[src/uftlf_pkg.sv]
package uftlf_pkg;

  // ****************************************
  // register map
  // ****************************************
  // addresses 0..2 are shared: data/mask/status or the three divisor bytes
  localparam logic [3:0] ADDR_DATA = 4'h0;
  localparam logic [3:0] ADDR_MASK = 4'h1;
  localparam logic [3:0] ADDR_STAT = 4'h2;
  localparam logic [3:0] ADDR_LFC = 4'h3;
  localparam logic [3:0] ADDR_FSW = 4'h4;
  localparam logic [3:0] ADDR_FCW = 4'h5;
  localparam logic [3:0] ADDR_EFR = 4'h6;
  localparam logic [3:0] ADDR_RXTL = 4'h7;
  localparam logic [3:0] ADDR_TXTL = 4'h8;
  localparam logic [3:0] ADDR_LSTAT = 4'h9;
  localparam logic [3:0] ADDR_RXCNT = 4'hA;
  localparam logic [3:0] ADDR_TXCNT = 4'hB;

  // ****************************************
  // field positions
  // ****************************************
  localparam int FSW_EN = 0;
  localparam int FSW_TXSEL = 4;
  localparam int FSW_RXSEL = 6;
  localparam int LFC_WLS = 0;
  localparam int LFC_STB = 2;
  localparam int LFC_PEN = 3;
  localparam int LFC_EPS = 4;
  localparam int LFC_STICK = 5;
  localparam int LFC_BRK = 6;
  localparam int LFC_DLAB = 7;
  localparam int FCW_TBL = 6;
  localparam int EFR_ENH = 4;
  localparam int IRQ_RECEIVE_TRIGGER_LEVEL_REG = 0;
  localparam int IRQ_TRANSMIT_TRIGGER_LEVEL_REG = 1;
  localparam int IRQ_PAR = 2;
  localparam int IRQ_FRM = 3;
  localparam int IRQ_OVR = 4;
  localparam int IRQ_W = 5;

  // ****************************************
  // reset values
  // ****************************************
  localparam logic [7:0] LFC_RST = 8'h00;
  localparam logic [7:0] FCW_RST = 8'h00;
  localparam logic [7:0] EFR_RST = 8'h00;
  localparam logic [7:0] TL_RST = 8'h01;
  localparam logic [7:0] DIVL_RST = 8'h01;
  localparam logic [7:0] DIVH_RST = 8'h00;
  localparam logic [7:0] DIVF_RST = 8'h00;
  localparam logic [7:0] LEVEL_SOLO = 8'h01;

  // ****************************************
  // bit timing in 16x ticks
  // ****************************************
  localparam logic [5:0] TICKS_BIT = 6'h10;
  localparam logic [5:0] TICKS_HALF = 6'h08;
  localparam logic [5:0] TICKS_STOP_1 = 6'h10;
  localparam logic [5:0] TICKS_STOP_15 = 6'h18;
  localparam logic [5:0] TICKS_STOP_2 = 6'h20;

  // ****************************************
  // trigger tables, rows by table, columns by select
  // ****************************************
  // row 3 is never used: that table takes levels from registers
  localparam logic [7:0] RX_LEVELS [0:3][0:3] = '{
    '{8'h01, 8'h04, 8'h08, 8'h0E},
    '{8'h08, 8'h10, 8'h18, 8'h1C},
    '{8'h08, 8'h10, 8'h38, 8'h3C},
    '{8'h01, 8'h01, 8'h01, 8'h01}};
  localparam logic [7:0] TX_LEVELS [0:3][0:3] = '{
    '{8'h01, 8'h01, 8'h01, 8'h01},
    '{8'h10, 8'h08, 8'h18, 8'h1E},
    '{8'h08, 8'h10, 8'h20, 8'h38},
    '{8'h01, 8'h01, 8'h01, 8'h01}};

  typedef enum logic [2:0] {LN_IDLE, LN_START, LN_DATA, LN_PAR, LN_STOP} uftlf_line_e;

  function automatic logic uftlf_par(input logic [7:0] d, input logic [1:0] wls,
                                      input logic eps, input logic stick);
    logic [7:0] m;
    m = d & (8'hFF >> (3'd3 - {1'b0, wls}));
    return stick ? ~eps : (^m ^ ~eps);
  endfunction

endpackage

[src/uftlf_fifo_if.sv]
`timescale 1ns/100ps
interface uftlf_fifo_if #(parameter int W = 10, parameter int AW = 8);
  logic push;
  logic pop;
  logic flush;
  logic solo;
  logic [W-1:0] wdata;
  logic [W-1:0] rdata;
  logic [AW:0] count;
  logic full;
  logic empty;
  modport store(input push, pop, flush, solo, wdata, output rdata, count, full, empty);
  modport reader(output pop, input rdata, empty);
endinterface

[src/uftlf_fifo.sv]
`timescale 1ns/100ps
module uftlf_fifo #(
  parameter int W = 10,
  parameter int DEPTH = 256
) (
  input wire logic clk,
  input wire logic rst_n,
  uftlf_fifo_if.store f
);
  localparam int AW = $clog2(DEPTH);
  logic [W-1:0] mem [DEPTH];
  logic [AW-1:0] wp_q;
  logic [AW-1:0] rp_q;
  logic [AW:0] cnt_q;
  wire do_push = f.push & ~f.full;
  wire do_pop = f.pop & ~f.empty;
  // in non-FIFO mode the store acts as a single holding register
  assign f.full = f.solo ? (cnt_q != '0) : (cnt_q == (AW+1)'(DEPTH)); // RQ1
  assign f.empty = (cnt_q == '0);
  assign f.count = cnt_q;
  assign f.rdata = mem[rp_q];

  always_ff @(posedge clk) begin
    if (do_push) begin
      mem[wp_q] <= f.wdata;
    end
  end

  always_ff @(posedge clk or negedge rst_n) begin
    if (!rst_n) begin
      wp_q <= '0;
      rp_q <= '0;
      cnt_q <= '0;
    end else if (f.flush) begin
      wp_q <= '0;
      rp_q <= '0;
      cnt_q <= '0;
    end else begin
      wp_q <= wp_q + AW'(do_push);
      rp_q <= rp_q + AW'(do_pop);
      cnt_q <= cnt_q + (AW+1)'(do_push) - (AW+1)'(do_pop);
    end
  end
endmodule

[src/uftlf_tx.sv]
`timescale 1ns/100ps
module uftlf_tx
  import uftlf_pkg::*;
(
  input wire logic clk,
  input wire logic rst_n,
  input wire logic tick,
  input wire logic [7:0] lfc,
  uftlf_fifo_if.reader f,
  output logic txd,
  output logic busy
);
  uftlf_line_e st_q;
  logic [7:0] sh_q;
  logic par_q;
  logic [2:0] bit_q;
  logic [5:0] tk_q;
  logic line_q;
  logic txd_q;
  wire [1:0] wls = lfc[LFC_WLS +: 2];
  wire [2:0] last_bit = 3'd4 + {1'b0, wls}; // RQ13
  // 5-bit words stretch to 1.5 stop bits, longer words to 2
  wire [5:0] stop_ticks = !lfc[LFC_STB] ? TICKS_STOP_1 :
                          (wls == 2'b00) ? TICKS_STOP_15 : TICKS_STOP_2; // RQ12
  wire [5:0] limit = (st_q == LN_STOP) ? stop_ticks : TICKS_BIT;
  wire bit_end = tick & (tk_q == limit - 6'd1);
  // reloading at the end of the stop bit keeps back-to-back frames free of an idle clock
  wire load = ((st_q == LN_IDLE) | ((st_q == LN_STOP) & bit_end)) & ~f.empty; // RQ12
  assign f.pop = load;
  assign busy = (st_q != LN_IDLE);
  assign txd = txd_q;

  always_ff @(posedge clk or negedge rst_n) begin
    if (!rst_n) begin
      st_q <= LN_IDLE;
      sh_q <= 8'h00;
      par_q <= 1'b0;
      bit_q <= 3'd0;
      tk_q <= 6'd0;
      line_q <= 1'b1;
      txd_q <= 1'b1;
    end else begin
      txd_q <= line_q & ~lfc[LFC_BRK]; // RQ8
      if (st_q == LN_IDLE) begin
        tk_q <= 6'd0;
      end else if (bit_end) begin
        tk_q <= 6'd0;
      end else if (tick) begin
        tk_q <= tk_q + 6'd1;
      end
      case (st_q)
        LN_IDLE: begin
          st_q <= LN_IDLE;
        end
        LN_START: begin
          if (bit_end) begin
            line_q <= sh_q[0];
            st_q <= LN_DATA;
          end
        end
        LN_DATA: begin
          if (bit_end) begin
            if (bit_q == last_bit) begin
              line_q <= lfc[LFC_PEN] ? par_q : 1'b1; // RQ9
              st_q <= lfc[LFC_PEN] ? LN_PAR : LN_STOP;
            end else begin
              line_q <= sh_q[1];
              sh_q <= {1'b0, sh_q[7:1]};
              bit_q <= bit_q + 3'd1;
            end
          end
        end
        LN_PAR: begin
          if (bit_end) begin
            line_q <= 1'b1;
            st_q <= LN_STOP;
          end
        end
        LN_STOP: begin
          if (bit_end) begin
            st_q <= LN_IDLE;
          end
        end
        default: begin
          st_q <= LN_IDLE;
        end
      endcase
      if (load) begin
        sh_q <= f.rdata;
        par_q <= uftlf_par(f.rdata, wls, lfc[LFC_EPS], lfc[LFC_STICK]); // RQ10 RQ11
        bit_q <= 3'd0;
        line_q <= 1'b0;
        st_q <= LN_START;
      end
    end
  end
endmodule

[src/uftlf_core.sv]
// Behaviour
// RQ1: fifo enable resets to 0 (no FIFOs); 1 enables both 256-entry FIFOs together.
// RQ2: other fifo setup fields change only on a write that also sets enable.
// RQ3: table 0 gives receive levels 1,4,8,14; transmit level fixed at 1.
// RQ4: table 1 gives receive 8,16,24,28 and transmit 16,8,24,30.
// RQ5: table 2 gives receive 8,16,56,60 and transmit 8,16,32,56.
// RQ6: table 3 ignores select fields; levels come from the two level registers.
// RQ7: divisor access bit 1 maps shared addresses to the three divisor bytes.
// RQ8: break bit holds the transmit output low until cleared; resets clear.
// RQ9: parity disabled means no parity bit sent or checked.
// RQ10: unforced parity: select 0 odd (reset), 1 even, both directions.
// RQ11: forced parity: select 0 gives mark, select 1 gives space.
// RQ12: stop-length 1 gives 1.5 stops at 5 bits, else 2; 0 gives 1.
// RQ13: word length field picks 5 to 8 data bits; reset picks 5.
// RQ14: receive count crossing the receive level raises a receive event.
// RQ15: one table selection serves both directions.
// RQ16: transmit select acts only with the enhanced-function bit set.
// RQ17: table and selects reset to zero, giving levels of one character.
//
// Local design decisions: the plain strobed port and the address map.
`timescale 1ns/100ps
module uftlf_core
  import uftlf_pkg::*;
#(
  parameter int DEPTH = 256
) (
  input wire logic clk,
  input wire logic rst_n,
  input wire logic [3:0] addr,
  input wire logic [7:0] wdata,
  input wire logic wr,
  input wire logic rd,
  output logic [7:0] rdata,
  input wire logic rxd,
  output logic txd,
  output logic irq
);
  localparam int AW = $clog2(DEPTH);

  // ****************************************
  // software registers
  // ****************************************
  logic [7:0] lfc_q;
  logic fsw_en_q;
  logic [1:0] rxsel_q;
  logic [1:0] txsel_q;
  logic [7:0] fcw_q;
  logic [7:0] efr_q;
  logic [7:0] rxtl_q;
  logic [7:0] txtl_q;
  logic [7:0] divl_q;
  logic [7:0] divh_q;
  logic [7:0] divf_q;
  logic [IRQ_W-1:0] mask_q;
  logic [IRQ_W-1:0] stat_q;
  logic [7:0] rdata_q;

  uftlf_fifo_if #(.W(10), .AW(AW)) rxf();
  uftlf_fifo_if #(.W(8), .AW(AW)) txf();

  wire dlab = lfc_q[LFC_DLAB];
  wire sh_data = (addr == ADDR_DATA) & ~dlab; // RQ7
  wire sh_mask = (addr == ADDR_MASK) & ~dlab;
  wire sh_stat = (addr == ADDR_STAT) & ~dlab;
  wire sh_divl = (addr == ADDR_DATA) & dlab; // RQ7
  wire sh_divh = (addr == ADDR_MASK) & dlab;
  wire sh_divf = (addr == ADDR_STAT) & dlab;
  wire wr_fsw = wr & (addr == ADDR_FSW);
  wire fsw_toggle = wr_fsw & (wdata[FSW_EN] != fsw_en_q);

  always_ff @(posedge clk or negedge rst_n) begin
    if (!rst_n) begin
      lfc_q <= LFC_RST;
      fcw_q <= FCW_RST;
      efr_q <= EFR_RST;
      rxtl_q <= TL_RST;
      txtl_q <= TL_RST;
      divl_q <= DIVL_RST;
      divh_q <= DIVH_RST;
      divf_q <= DIVF_RST;
      mask_q <= '0;
    end else if (wr) begin
      if (addr == ADDR_LFC) lfc_q <= wdata;
      if (addr == ADDR_FCW) fcw_q <= wdata;
      if (addr == ADDR_EFR) efr_q <= wdata;
      if (addr == ADDR_RXTL) rxtl_q <= wdata;
      if (addr == ADDR_TXTL) txtl_q <= wdata;
      if (sh_divl) divl_q <= wdata;
      if (sh_divh) divh_q <= wdata;
      if (sh_divf) divf_q <= wdata;
      if (sh_mask) mask_q <= wdata[IRQ_W-1:0];
    end
  end

  // ****************************************
  // fifo setup word (write only)
  // ****************************************
  always_ff @(posedge clk or negedge rst_n) begin
    if (!rst_n) begin
      fsw_en_q <= 1'b0; // RQ1
      rxsel_q <= 2'b00; // RQ17
      txsel_q <= 2'b00;
    end else if (wr_fsw) begin
      fsw_en_q <= wdata[FSW_EN]; // RQ1
      if (wdata[FSW_EN]) begin
        rxsel_q <= wdata[FSW_RXSEL +: 2]; // RQ2
      end
      if (wdata[FSW_EN] && efr_q[EFR_ENH]) begin
        txsel_q <= wdata[FSW_TXSEL +: 2]; // RQ2 RQ16
      end
    end
  end

  // ****************************************
  // trigger levels
  // ****************************************
  // a single table field feeds both directions
  wire [1:0] tbl = fcw_q[FCW_TBL +: 2]; // RQ15
  wire [1:0] txsel_eff = efr_q[EFR_ENH] ? txsel_q : 2'b00; // RQ16
  wire [7:0] rx_tab = RX_LEVELS[tbl][rxsel_q]; // RQ3 RQ4 RQ5
  wire [7:0] tx_tab = TX_LEVELS[tbl][txsel_eff]; // RQ3 RQ4 RQ5
  wire [7:0] rx_lvl = !fsw_en_q ? LEVEL_SOLO : (tbl == 2'b11) ? rxtl_q : rx_tab; // RQ6
  wire [7:0] tx_lvl = !fsw_en_q ? LEVEL_SOLO : (tbl == 2'b11) ? txtl_q : tx_tab; // RQ6

  // ****************************************
  // fifos
  // ****************************************
  // changing the enable flushes both stores so no stale data spans modes
  assign rxf.flush = fsw_toggle;
  assign txf.flush = fsw_toggle;
  assign rxf.solo = ~fsw_en_q; // RQ1
  assign txf.solo = ~fsw_en_q; // RQ1
  assign rxf.pop = rd & sh_data;
  assign txf.push = wr & sh_data;
  assign txf.wdata = wdata;

  uftlf_fifo #(.W(10), .DEPTH(DEPTH)) u_rx_fifo (
    .clk(clk),
    .rst_n(rst_n),
    .f(rxf)
  );

  uftlf_fifo #(.W(8), .DEPTH(DEPTH)) u_tx_fifo (
    .clk(clk),
    .rst_n(rst_n),
    .f(txf)
  );

  // ****************************************
  // baud tick (16x)
  // ****************************************
  // the fraction byte is held for software only; the count is integral
  logic [15:0] bcnt_q;
  wire [15:0] div = {divh_q, divl_q};
  wire tick = (div != 16'h0000) & (bcnt_q == 16'h0000);

  always_ff @(posedge clk or negedge rst_n) begin
    if (!rst_n) begin
      bcnt_q <= 16'h0000;
    end else if (div == 16'h0000) begin
      bcnt_q <= 16'h0000;
    end else if (bcnt_q == 16'h0000) begin
      bcnt_q <= div - 16'h0001;
    end else begin
      bcnt_q <= bcnt_q - 16'h0001;
    end
  end

  // ****************************************
  // transmitter
  // ****************************************
  logic tx_busy;

  uftlf_tx u_tx (
    .clk(clk),
    .rst_n(rst_n),
    .tick(tick),
    .lfc(lfc_q),
    .f(txf),
    .txd(txd),
    .busy(tx_busy)
  );

  // ****************************************
  // receiver
  // ****************************************
  uftlf_line_e rst_q;
  logic [7:0] rsh_q;
  logic rpar_q;
  logic [2:0] rbit_q;
  logic [5:0] rtk_q;
  wire [1:0] wls = lfc_q[LFC_WLS +: 2];
  wire [2:0] last_bit = 3'd4 + {1'b0, wls}; // RQ13
  wire [2:0] align = 3'd3 - {1'b0, wls};
  wire [7:0] rx_word = rsh_q >> align; // RQ13
  wire samp = tick & (rtk_q == TICKS_BIT - 6'd1);
  wire mid_start = tick & (rtk_q == TICKS_HALF - 6'd1);
  wire rx_par_ok = rpar_q == uftlf_par(rx_word, wls, lfc_q[LFC_EPS], lfc_q[LFC_STICK]);
  wire rx_pe = lfc_q[LFC_PEN] & ~rx_par_ok; // RQ9 RQ10 RQ11
  // only the first stop bit is checked; a longer stop is not required inbound
  wire rx_done = (rst_q == LN_STOP) & samp;
  wire rx_fe = ~rxd;
  assign rxf.push = rx_done;
  assign rxf.wdata = {rx_fe, rx_pe, rx_word};
  wire ovr_ev = rx_done & rxf.full;

  always_ff @(posedge clk or negedge rst_n) begin
    if (!rst_n) begin
      rst_q <= LN_IDLE;
      rsh_q <= 8'h00;
      rpar_q <= 1'b0;
      rbit_q <= 3'd0;
      rtk_q <= 6'd0;
    end else begin
      if (rst_q == LN_IDLE || mid_start && rst_q == LN_START || samp) begin
        rtk_q <= 6'd0;
      end else if (tick) begin
        rtk_q <= rtk_q + 6'd1;
      end
      case (rst_q)
        LN_IDLE: begin
          if (!rxd) begin
            rst_q <= LN_START;
          end
        end
        LN_START: begin
          if (mid_start) begin
            rbit_q <= 3'd0;
            rst_q <= rxd ? LN_IDLE : LN_DATA;
          end
        end
        LN_DATA: begin
          if (samp) begin
            rsh_q <= {rxd, rsh_q[7:1]};
            rbit_q <= rbit_q + 3'd1;
            if (rbit_q == last_bit) begin
              rst_q <= lfc_q[LFC_PEN] ? LN_PAR : LN_STOP; // RQ9
            end
          end
        end
        LN_PAR: begin
          if (samp) begin
            rpar_q <= rxd;
            rst_q <= LN_STOP;
          end
        end
        LN_STOP: begin
          if (samp) begin
            rst_q <= LN_IDLE;
          end
        end
        default: begin
          rst_q <= LN_IDLE;
        end
      endcase
    end
  end

  // ****************************************
  // events and interrupt
  // ****************************************
  logic rx_at_q;
  logic tx_below_q;
  logic tx_empty_q;
  wire rx_at = rxf.count >= (AW+1)'(rx_lvl);
  wire tx_below = txf.count < (AW+1)'(tx_lvl);
  wire rx_ev = rx_at & ~rx_at_q; // RQ14
  wire tx_ev = (tx_below & ~tx_below_q) | (txf.empty & ~tx_empty_q);
  wire [IRQ_W-1:0] ev;
  assign ev[IRQ_RECEIVE_TRIGGER_LEVEL_REG] = rx_ev; // RQ14
  assign ev[IRQ_TRANSMIT_TRIGGER_LEVEL_REG] = tx_ev;
  assign ev[IRQ_PAR] = rx_done & rx_pe;
  assign ev[IRQ_FRM] = rx_done & rx_fe;
  assign ev[IRQ_OVR] = ovr_ev;
  wire stat_clr = rd & sh_stat;

  always_ff @(posedge clk or negedge rst_n) begin
    if (!rst_n) begin
      rx_at_q <= 1'b0;
      tx_below_q <= 1'b1;
      tx_empty_q <= 1'b1;
      stat_q <= '0;
    end else begin
      rx_at_q <= rx_at;
      tx_below_q <= tx_below;
      tx_empty_q <= txf.empty;
      // a new event wins over the read that clears
      stat_q <= (stat_q & ~{IRQ_W{stat_clr}}) | ev;
    end
  end

  assign irq = |(stat_q & mask_q);

  // ****************************************
  // read path
  // ****************************************
  wire [7:0] lstat = {~tx_busy & txf.empty, txf.empty, fsw_en_q, 2'b00,
                      rxf.rdata[9], rxf.rdata[8], ~rxf.empty};
  wire [7:0] rd_mux =
    sh_data ? rxf.rdata[7:0] :
    sh_divl ? divl_q :
    sh_divh ? divh_q :
    sh_divf ? divf_q :
    sh_mask ? 8'(mask_q) :
    sh_stat ? 8'(stat_q) :
    (addr == ADDR_LFC) ? lfc_q :
    (addr == ADDR_FCW) ? fcw_q :
    (addr == ADDR_EFR) ? efr_q :
    (addr == ADDR_RXTL) ? rxtl_q :
    (addr == ADDR_TXTL) ? txtl_q :
    (addr == ADDR_LSTAT) ? lstat :
    (addr == ADDR_RXCNT) ? rxf.count[AW:1] :
    (addr == ADDR_TXCNT) ? txf.count[AW:1] : 8'h00;

  always_ff @(posedge clk or negedge rst_n) begin
    if (!rst_n) begin
      rdata_q <= 8'h00;
    end else begin
      rdata_q <= rd ? rd_mux : 8'h00;
    end
  end

  assign rdata = rdata_q;
endmodule

[config.mk]
export PLATFORM = sky130hd
export DESIGN_NAME = uftlf_core
export DESIGN_NICKNAME = d
export VERILOG_FILES = /design/src/uftlf_pkg.sv /design/src/uftlf_fifo_if.sv /design/src/uftlf_fifo.sv /design/src/uftlf_tx.sv /design/src/uftlf_core.sv
export SDC_FILE = /design/constraint.sdc
export NUM_CORES = 2
export LEC_CHECK = 0
export BUFFER_PORTS_ARGS = -buffer_cell sky130_fd_sc_hd__buf_2
export CAP_MARGIN = 25
export CORE_ASPECT_RATIO = 1.2
export CORE_UTILIZATION = 41
export CTS_BUF_LIST = sky130_fd_sc_hd__clkbuf_4 sky130_fd_sc_hd__clkbuf_8
export CTS_CLUSTER_SIZE = 30
export DETAILED_ROUTE_END_ITERATION = 8
export MAX_ROUTING_LAYER = met4
export PLACE_DENSITY = 0.51
export SLEW_MARGIN = 20
export SYNTH_ARGS = -nofsm -noshare
export SYNTH_HDL_FRONTEND = slang
export SYNTH_MEMORY_MAX_BITS = 65536
export SYNTH_SLANG_ARGS = --single-unit
[constraint.sdc]
create_clock -name clk -period 23.9 [get_ports clk]
set_input_delay 2.39 -clock clk [delete_from_list [all_inputs] [get_ports clk]]
set_output_delay 2.39 -clock clk [all_outputs]
set_load 0.05 [all_outputs]
==> results.json <==
{
  "yosysMostFrequentCell": "edfxtp_1",
  "drt-total-wl_um": 533000,
  "end_kind": "flip-flop",
  "outcome": "finished, violations left",
  "layout.area.seq_sq_mm": 0.143,
  "die-area_sq_mm": 0.466,
  "vias": 95889,
  "hold_path_startpoint": "u_tx.line_q",
  "clk_latency_ps": 1280,
  "coreArea_sq_mm": 0.461,
  "synthCells": 9455,
  "ys_types": 86,
  "wl_per_cell_um": 31.9,
  "synth_xor_area_frac": 0.00364,
  "pin_count": 27,
  "met3_usage": 0.0300,
  "p_leak_uw": 0.0660,
  "finalSetupViolCount": 0,
  "reg2reg_from": "u_tx_fifo.rp_q[0]",
  "antenna_found_initial": 16,
  "die_w_um": 623,
  "design_area_sq_mm": 0.213,
  "synthToLayoutAreaGrowth_pct": 12.1,
  "finalNetCount": 10103,
  "grt_use_met1": 0.286,
  "place_congestion": 0.859,
  "synth.avg_cell_area_sq_um": 20.1,
  "required_ps": 25080,
  "drv_slew": 0,
  "synth_common_cells": "edfxtp_1 (4,608), mux4_2 (1,047), nor2_1 (693)",
  "grt_util_met2": 0.395,
  "clockBufferDepth": 4,
  "cts-root-buf": "clkbuf_8",
  "initial_utilization": 0.412,
  "tightest_slew_ps": 1240,
  "nFillCells": 38991,
  "postRouteAntennaNets": 0,
  "setup_ws_ps": 17600,
  "multi_input_area_sq_mm": 0.0440,
  "dpl-instance-area_sq_mm": 0.197,
  "vias_per_cell": 5.74,
  "busiest_layer": "met2",
  "clk_pin_slew_ps": 60,
  "startpoint": "u_tx_fifo.rp_q[0]",
  "synth_flop_cell": "edfxtp_1",
  "dp_hpwl_um": 319000,
  "drv_cap": 0,
  "drt_iter0_drc": 8658,
  "synth.largest_area_cell": "edfxtp_1",
  "slew_headroom": 0.172,
  "synthSimpleGateAreaFrac": 0.0293,
  "post-route-drc-count": 5,
  "dr.pass1.iters": 9,
  "rsz0062_at_grt": "false",
  "fmax_mhz": 159,
  "failed_checks": "DRC",
  "startpoint_type": "flip-flop",
  "post_cts_buffers": 0,
  "ys_top_cells_by_area": "edfxtp_1 (73%), mux4_2 (12%), mux2i_1 (2.9%)",
  "grt_pass1_wl_um": 755000,
  "async_flop_share": 0.0416,
  "synth_nets": 9531,
  "overflow": 0,
  "critical_path_class": "reg -> reg",
  "numPortBuffers": 26,
  "cts_buffers": 768,
  "hold_class": "reg -> reg",
  "crit_arrival_ps": 7490,
  "synth_edf_count": 4608,
  "fin_crit_ps": 6300,
  "grt_usage": 0.232,
  "grt_max_degree": 197,
  "peakVddDrop_v": 0.000107,
  "synth_mux_area_frac": 0.159,
  "syn_area_sq_mm": 0.190,
  "drive_above_1_share": 0.265,
  "ys_ff_latch": 4808,
  "yosysWarningCount": 0,
  "grt_pass1_vias": 99939,
  "post_cts_resized": 0,
  "synth_top_area_frac": 0.728,
  "finalSetupTns_ps": 0,
  "hold_viol": 0,
  "post-place-ws_ps": 17340,
  "die_h_um": 748,
  "synth_fa_ha_area_frac": 0.00396,
  "clock-sinks": 4808,
  "synth_top_family_by_area": "multiplexers",
  "tritoncts": "done",
  "row_count": 273,
  "yosysSeqAreaShare": 0.755,
  "postCtsHoldBufs": 0,
  "synth_compound_area_frac": 0.0333,
  "fin_skew_ps": 70.0,
  "cp_max_fo": 107,
  "period_share": 0.264,
  "powerDensity_mw_per_mm2": 107,
  "cts_max_level": 6
}
==> power by group <==
| part | switching (uW) | total (uW) | leakage (uW) | internal, uW |
|---|---|---|---|---|
| Sequential | 213 | 9690 | 0.0425 | 9480 |
| Combinational | 3720 | 6070 | 0.0156 | 2350 |
| Clock | 3270 | 6940 | 0.00786 | 3660 |
==> area by class of cell <==
| type | count | area share |
|---|---|---|
| Clock inverter | 339 | 0.00985 |
| Antenna cell | 17 | 0.000200 |
| Sequential cell | 4808 | 0.673 |
| Multi-Input combinational cell | 4045 | 0.206 |
| Inverter | 44 | 0.000910 |
| Clock buffer | 1033 | 0.0599 |
| Tap cell | 6050 | 0.0355 |
| Timing Repair Buffer | 360 | 0.0142 |
==> final timing paths <==
kind	endpoint	slack, ps	cells past startpoint
max	u_tx.par_q	17600	15
max in group asynchronous	u_rx_fifo.rp_q[1]	21330	2
min reg2reg	u_tx.line_q	480	2
min	u_tx.line_q	480	2
min in group asynchronous	divh_q[4]	1100	1
max reg2reg	u_tx.par_q	17600	15
==> worst max-delay path, cell delays in order, from the launching register on <==
cell,delay (ps)
dfrtp_4,800
buf_12,570
buf_12,590
buf_4,760
mux2i_1,180
o221ai_1,440
a21oi_1,130
o32ai_1,800
o31ai_1,350
nor3_1,380
xnor2_1,200
xnor2_1,180
xnor2_1,180
xnor2_1,130
or3_1,320
nand3_1,80
==> sequential cells by signal, summed over array words and instances, names as in the netlist, 9 cells and up <==
| name | flops |
|---|---|
| bcnt_q | 16 |
| u_tx_fifo.mem | 2048 |
| u_rx_fifo.mem | 2560 |
| u_tx_fifo.f.count | 9 |
| u_rx_fifo.f.count | 9 |
==> cell families (layout without fill, tap and decap cells) <==
kind of cell | after synthesis | after routing
AO/OA/AOI/OAI | 918 | 918
XOR/XNOR | 79 | 79
adder cells (fa/ha/maj) | 59 | 59
buffers and inverters | 602 | 1776
flip-flops | 4808 | 4808
multiplexers | 1701 | 1701
other | 0 | 17
AND/OR/NAND/NOR | 1288 | 1288
==> cell usage in the layout (no fill, tap or decap), types with 19 or more instances in the layout <==
cell and instances:
a221oi_1 71, nor2b_1 43, nand2_2 33, a211oi_1 21, bufinv_16 19, dfrtp_1 182
mux2i_1 556, nor2_1 639, mux2_2 97, a22oi_1 61, clkbuf_8 800, nand2_1 235
o22ai_1 110, ha_1 57, nor3_1 84, edfxtp_1 4608, xor2_1 37, nand3_1 53
nor2_2 51, xnor2_1 42, nand4_1 24, mux4_2 1044, o21ai_0 155, buf_4 306
o221ai_1 178, inv_1 37, clkinv_2 77, clkinv_1 207, clkbuf_4 233, a21oi_1 187
==> per-layer routing <==
metal	up-vias	routed length [um]
met5	-	0
met3	888	25400
met2	3165	275000
met1	51495	211000
li1	40341	-
met4	0	21100
==> metrics by stage <==
step | util | cells | hold WS [ps] | total power (uW)
floorplan | - | 9455 | 385 | 13900
global placement | 0.427 | 15187 | 470 | 16000
detailed placement | 0.428 | 15224 | 474 | 16000
CTS | 0.460 | 16596 | 480 | 22900
global route | 0.462 | 16692 | 508 | 23500
finish | 0.462 | 16696 | 478 | 22700
Power figures use the tool's default switching activity.
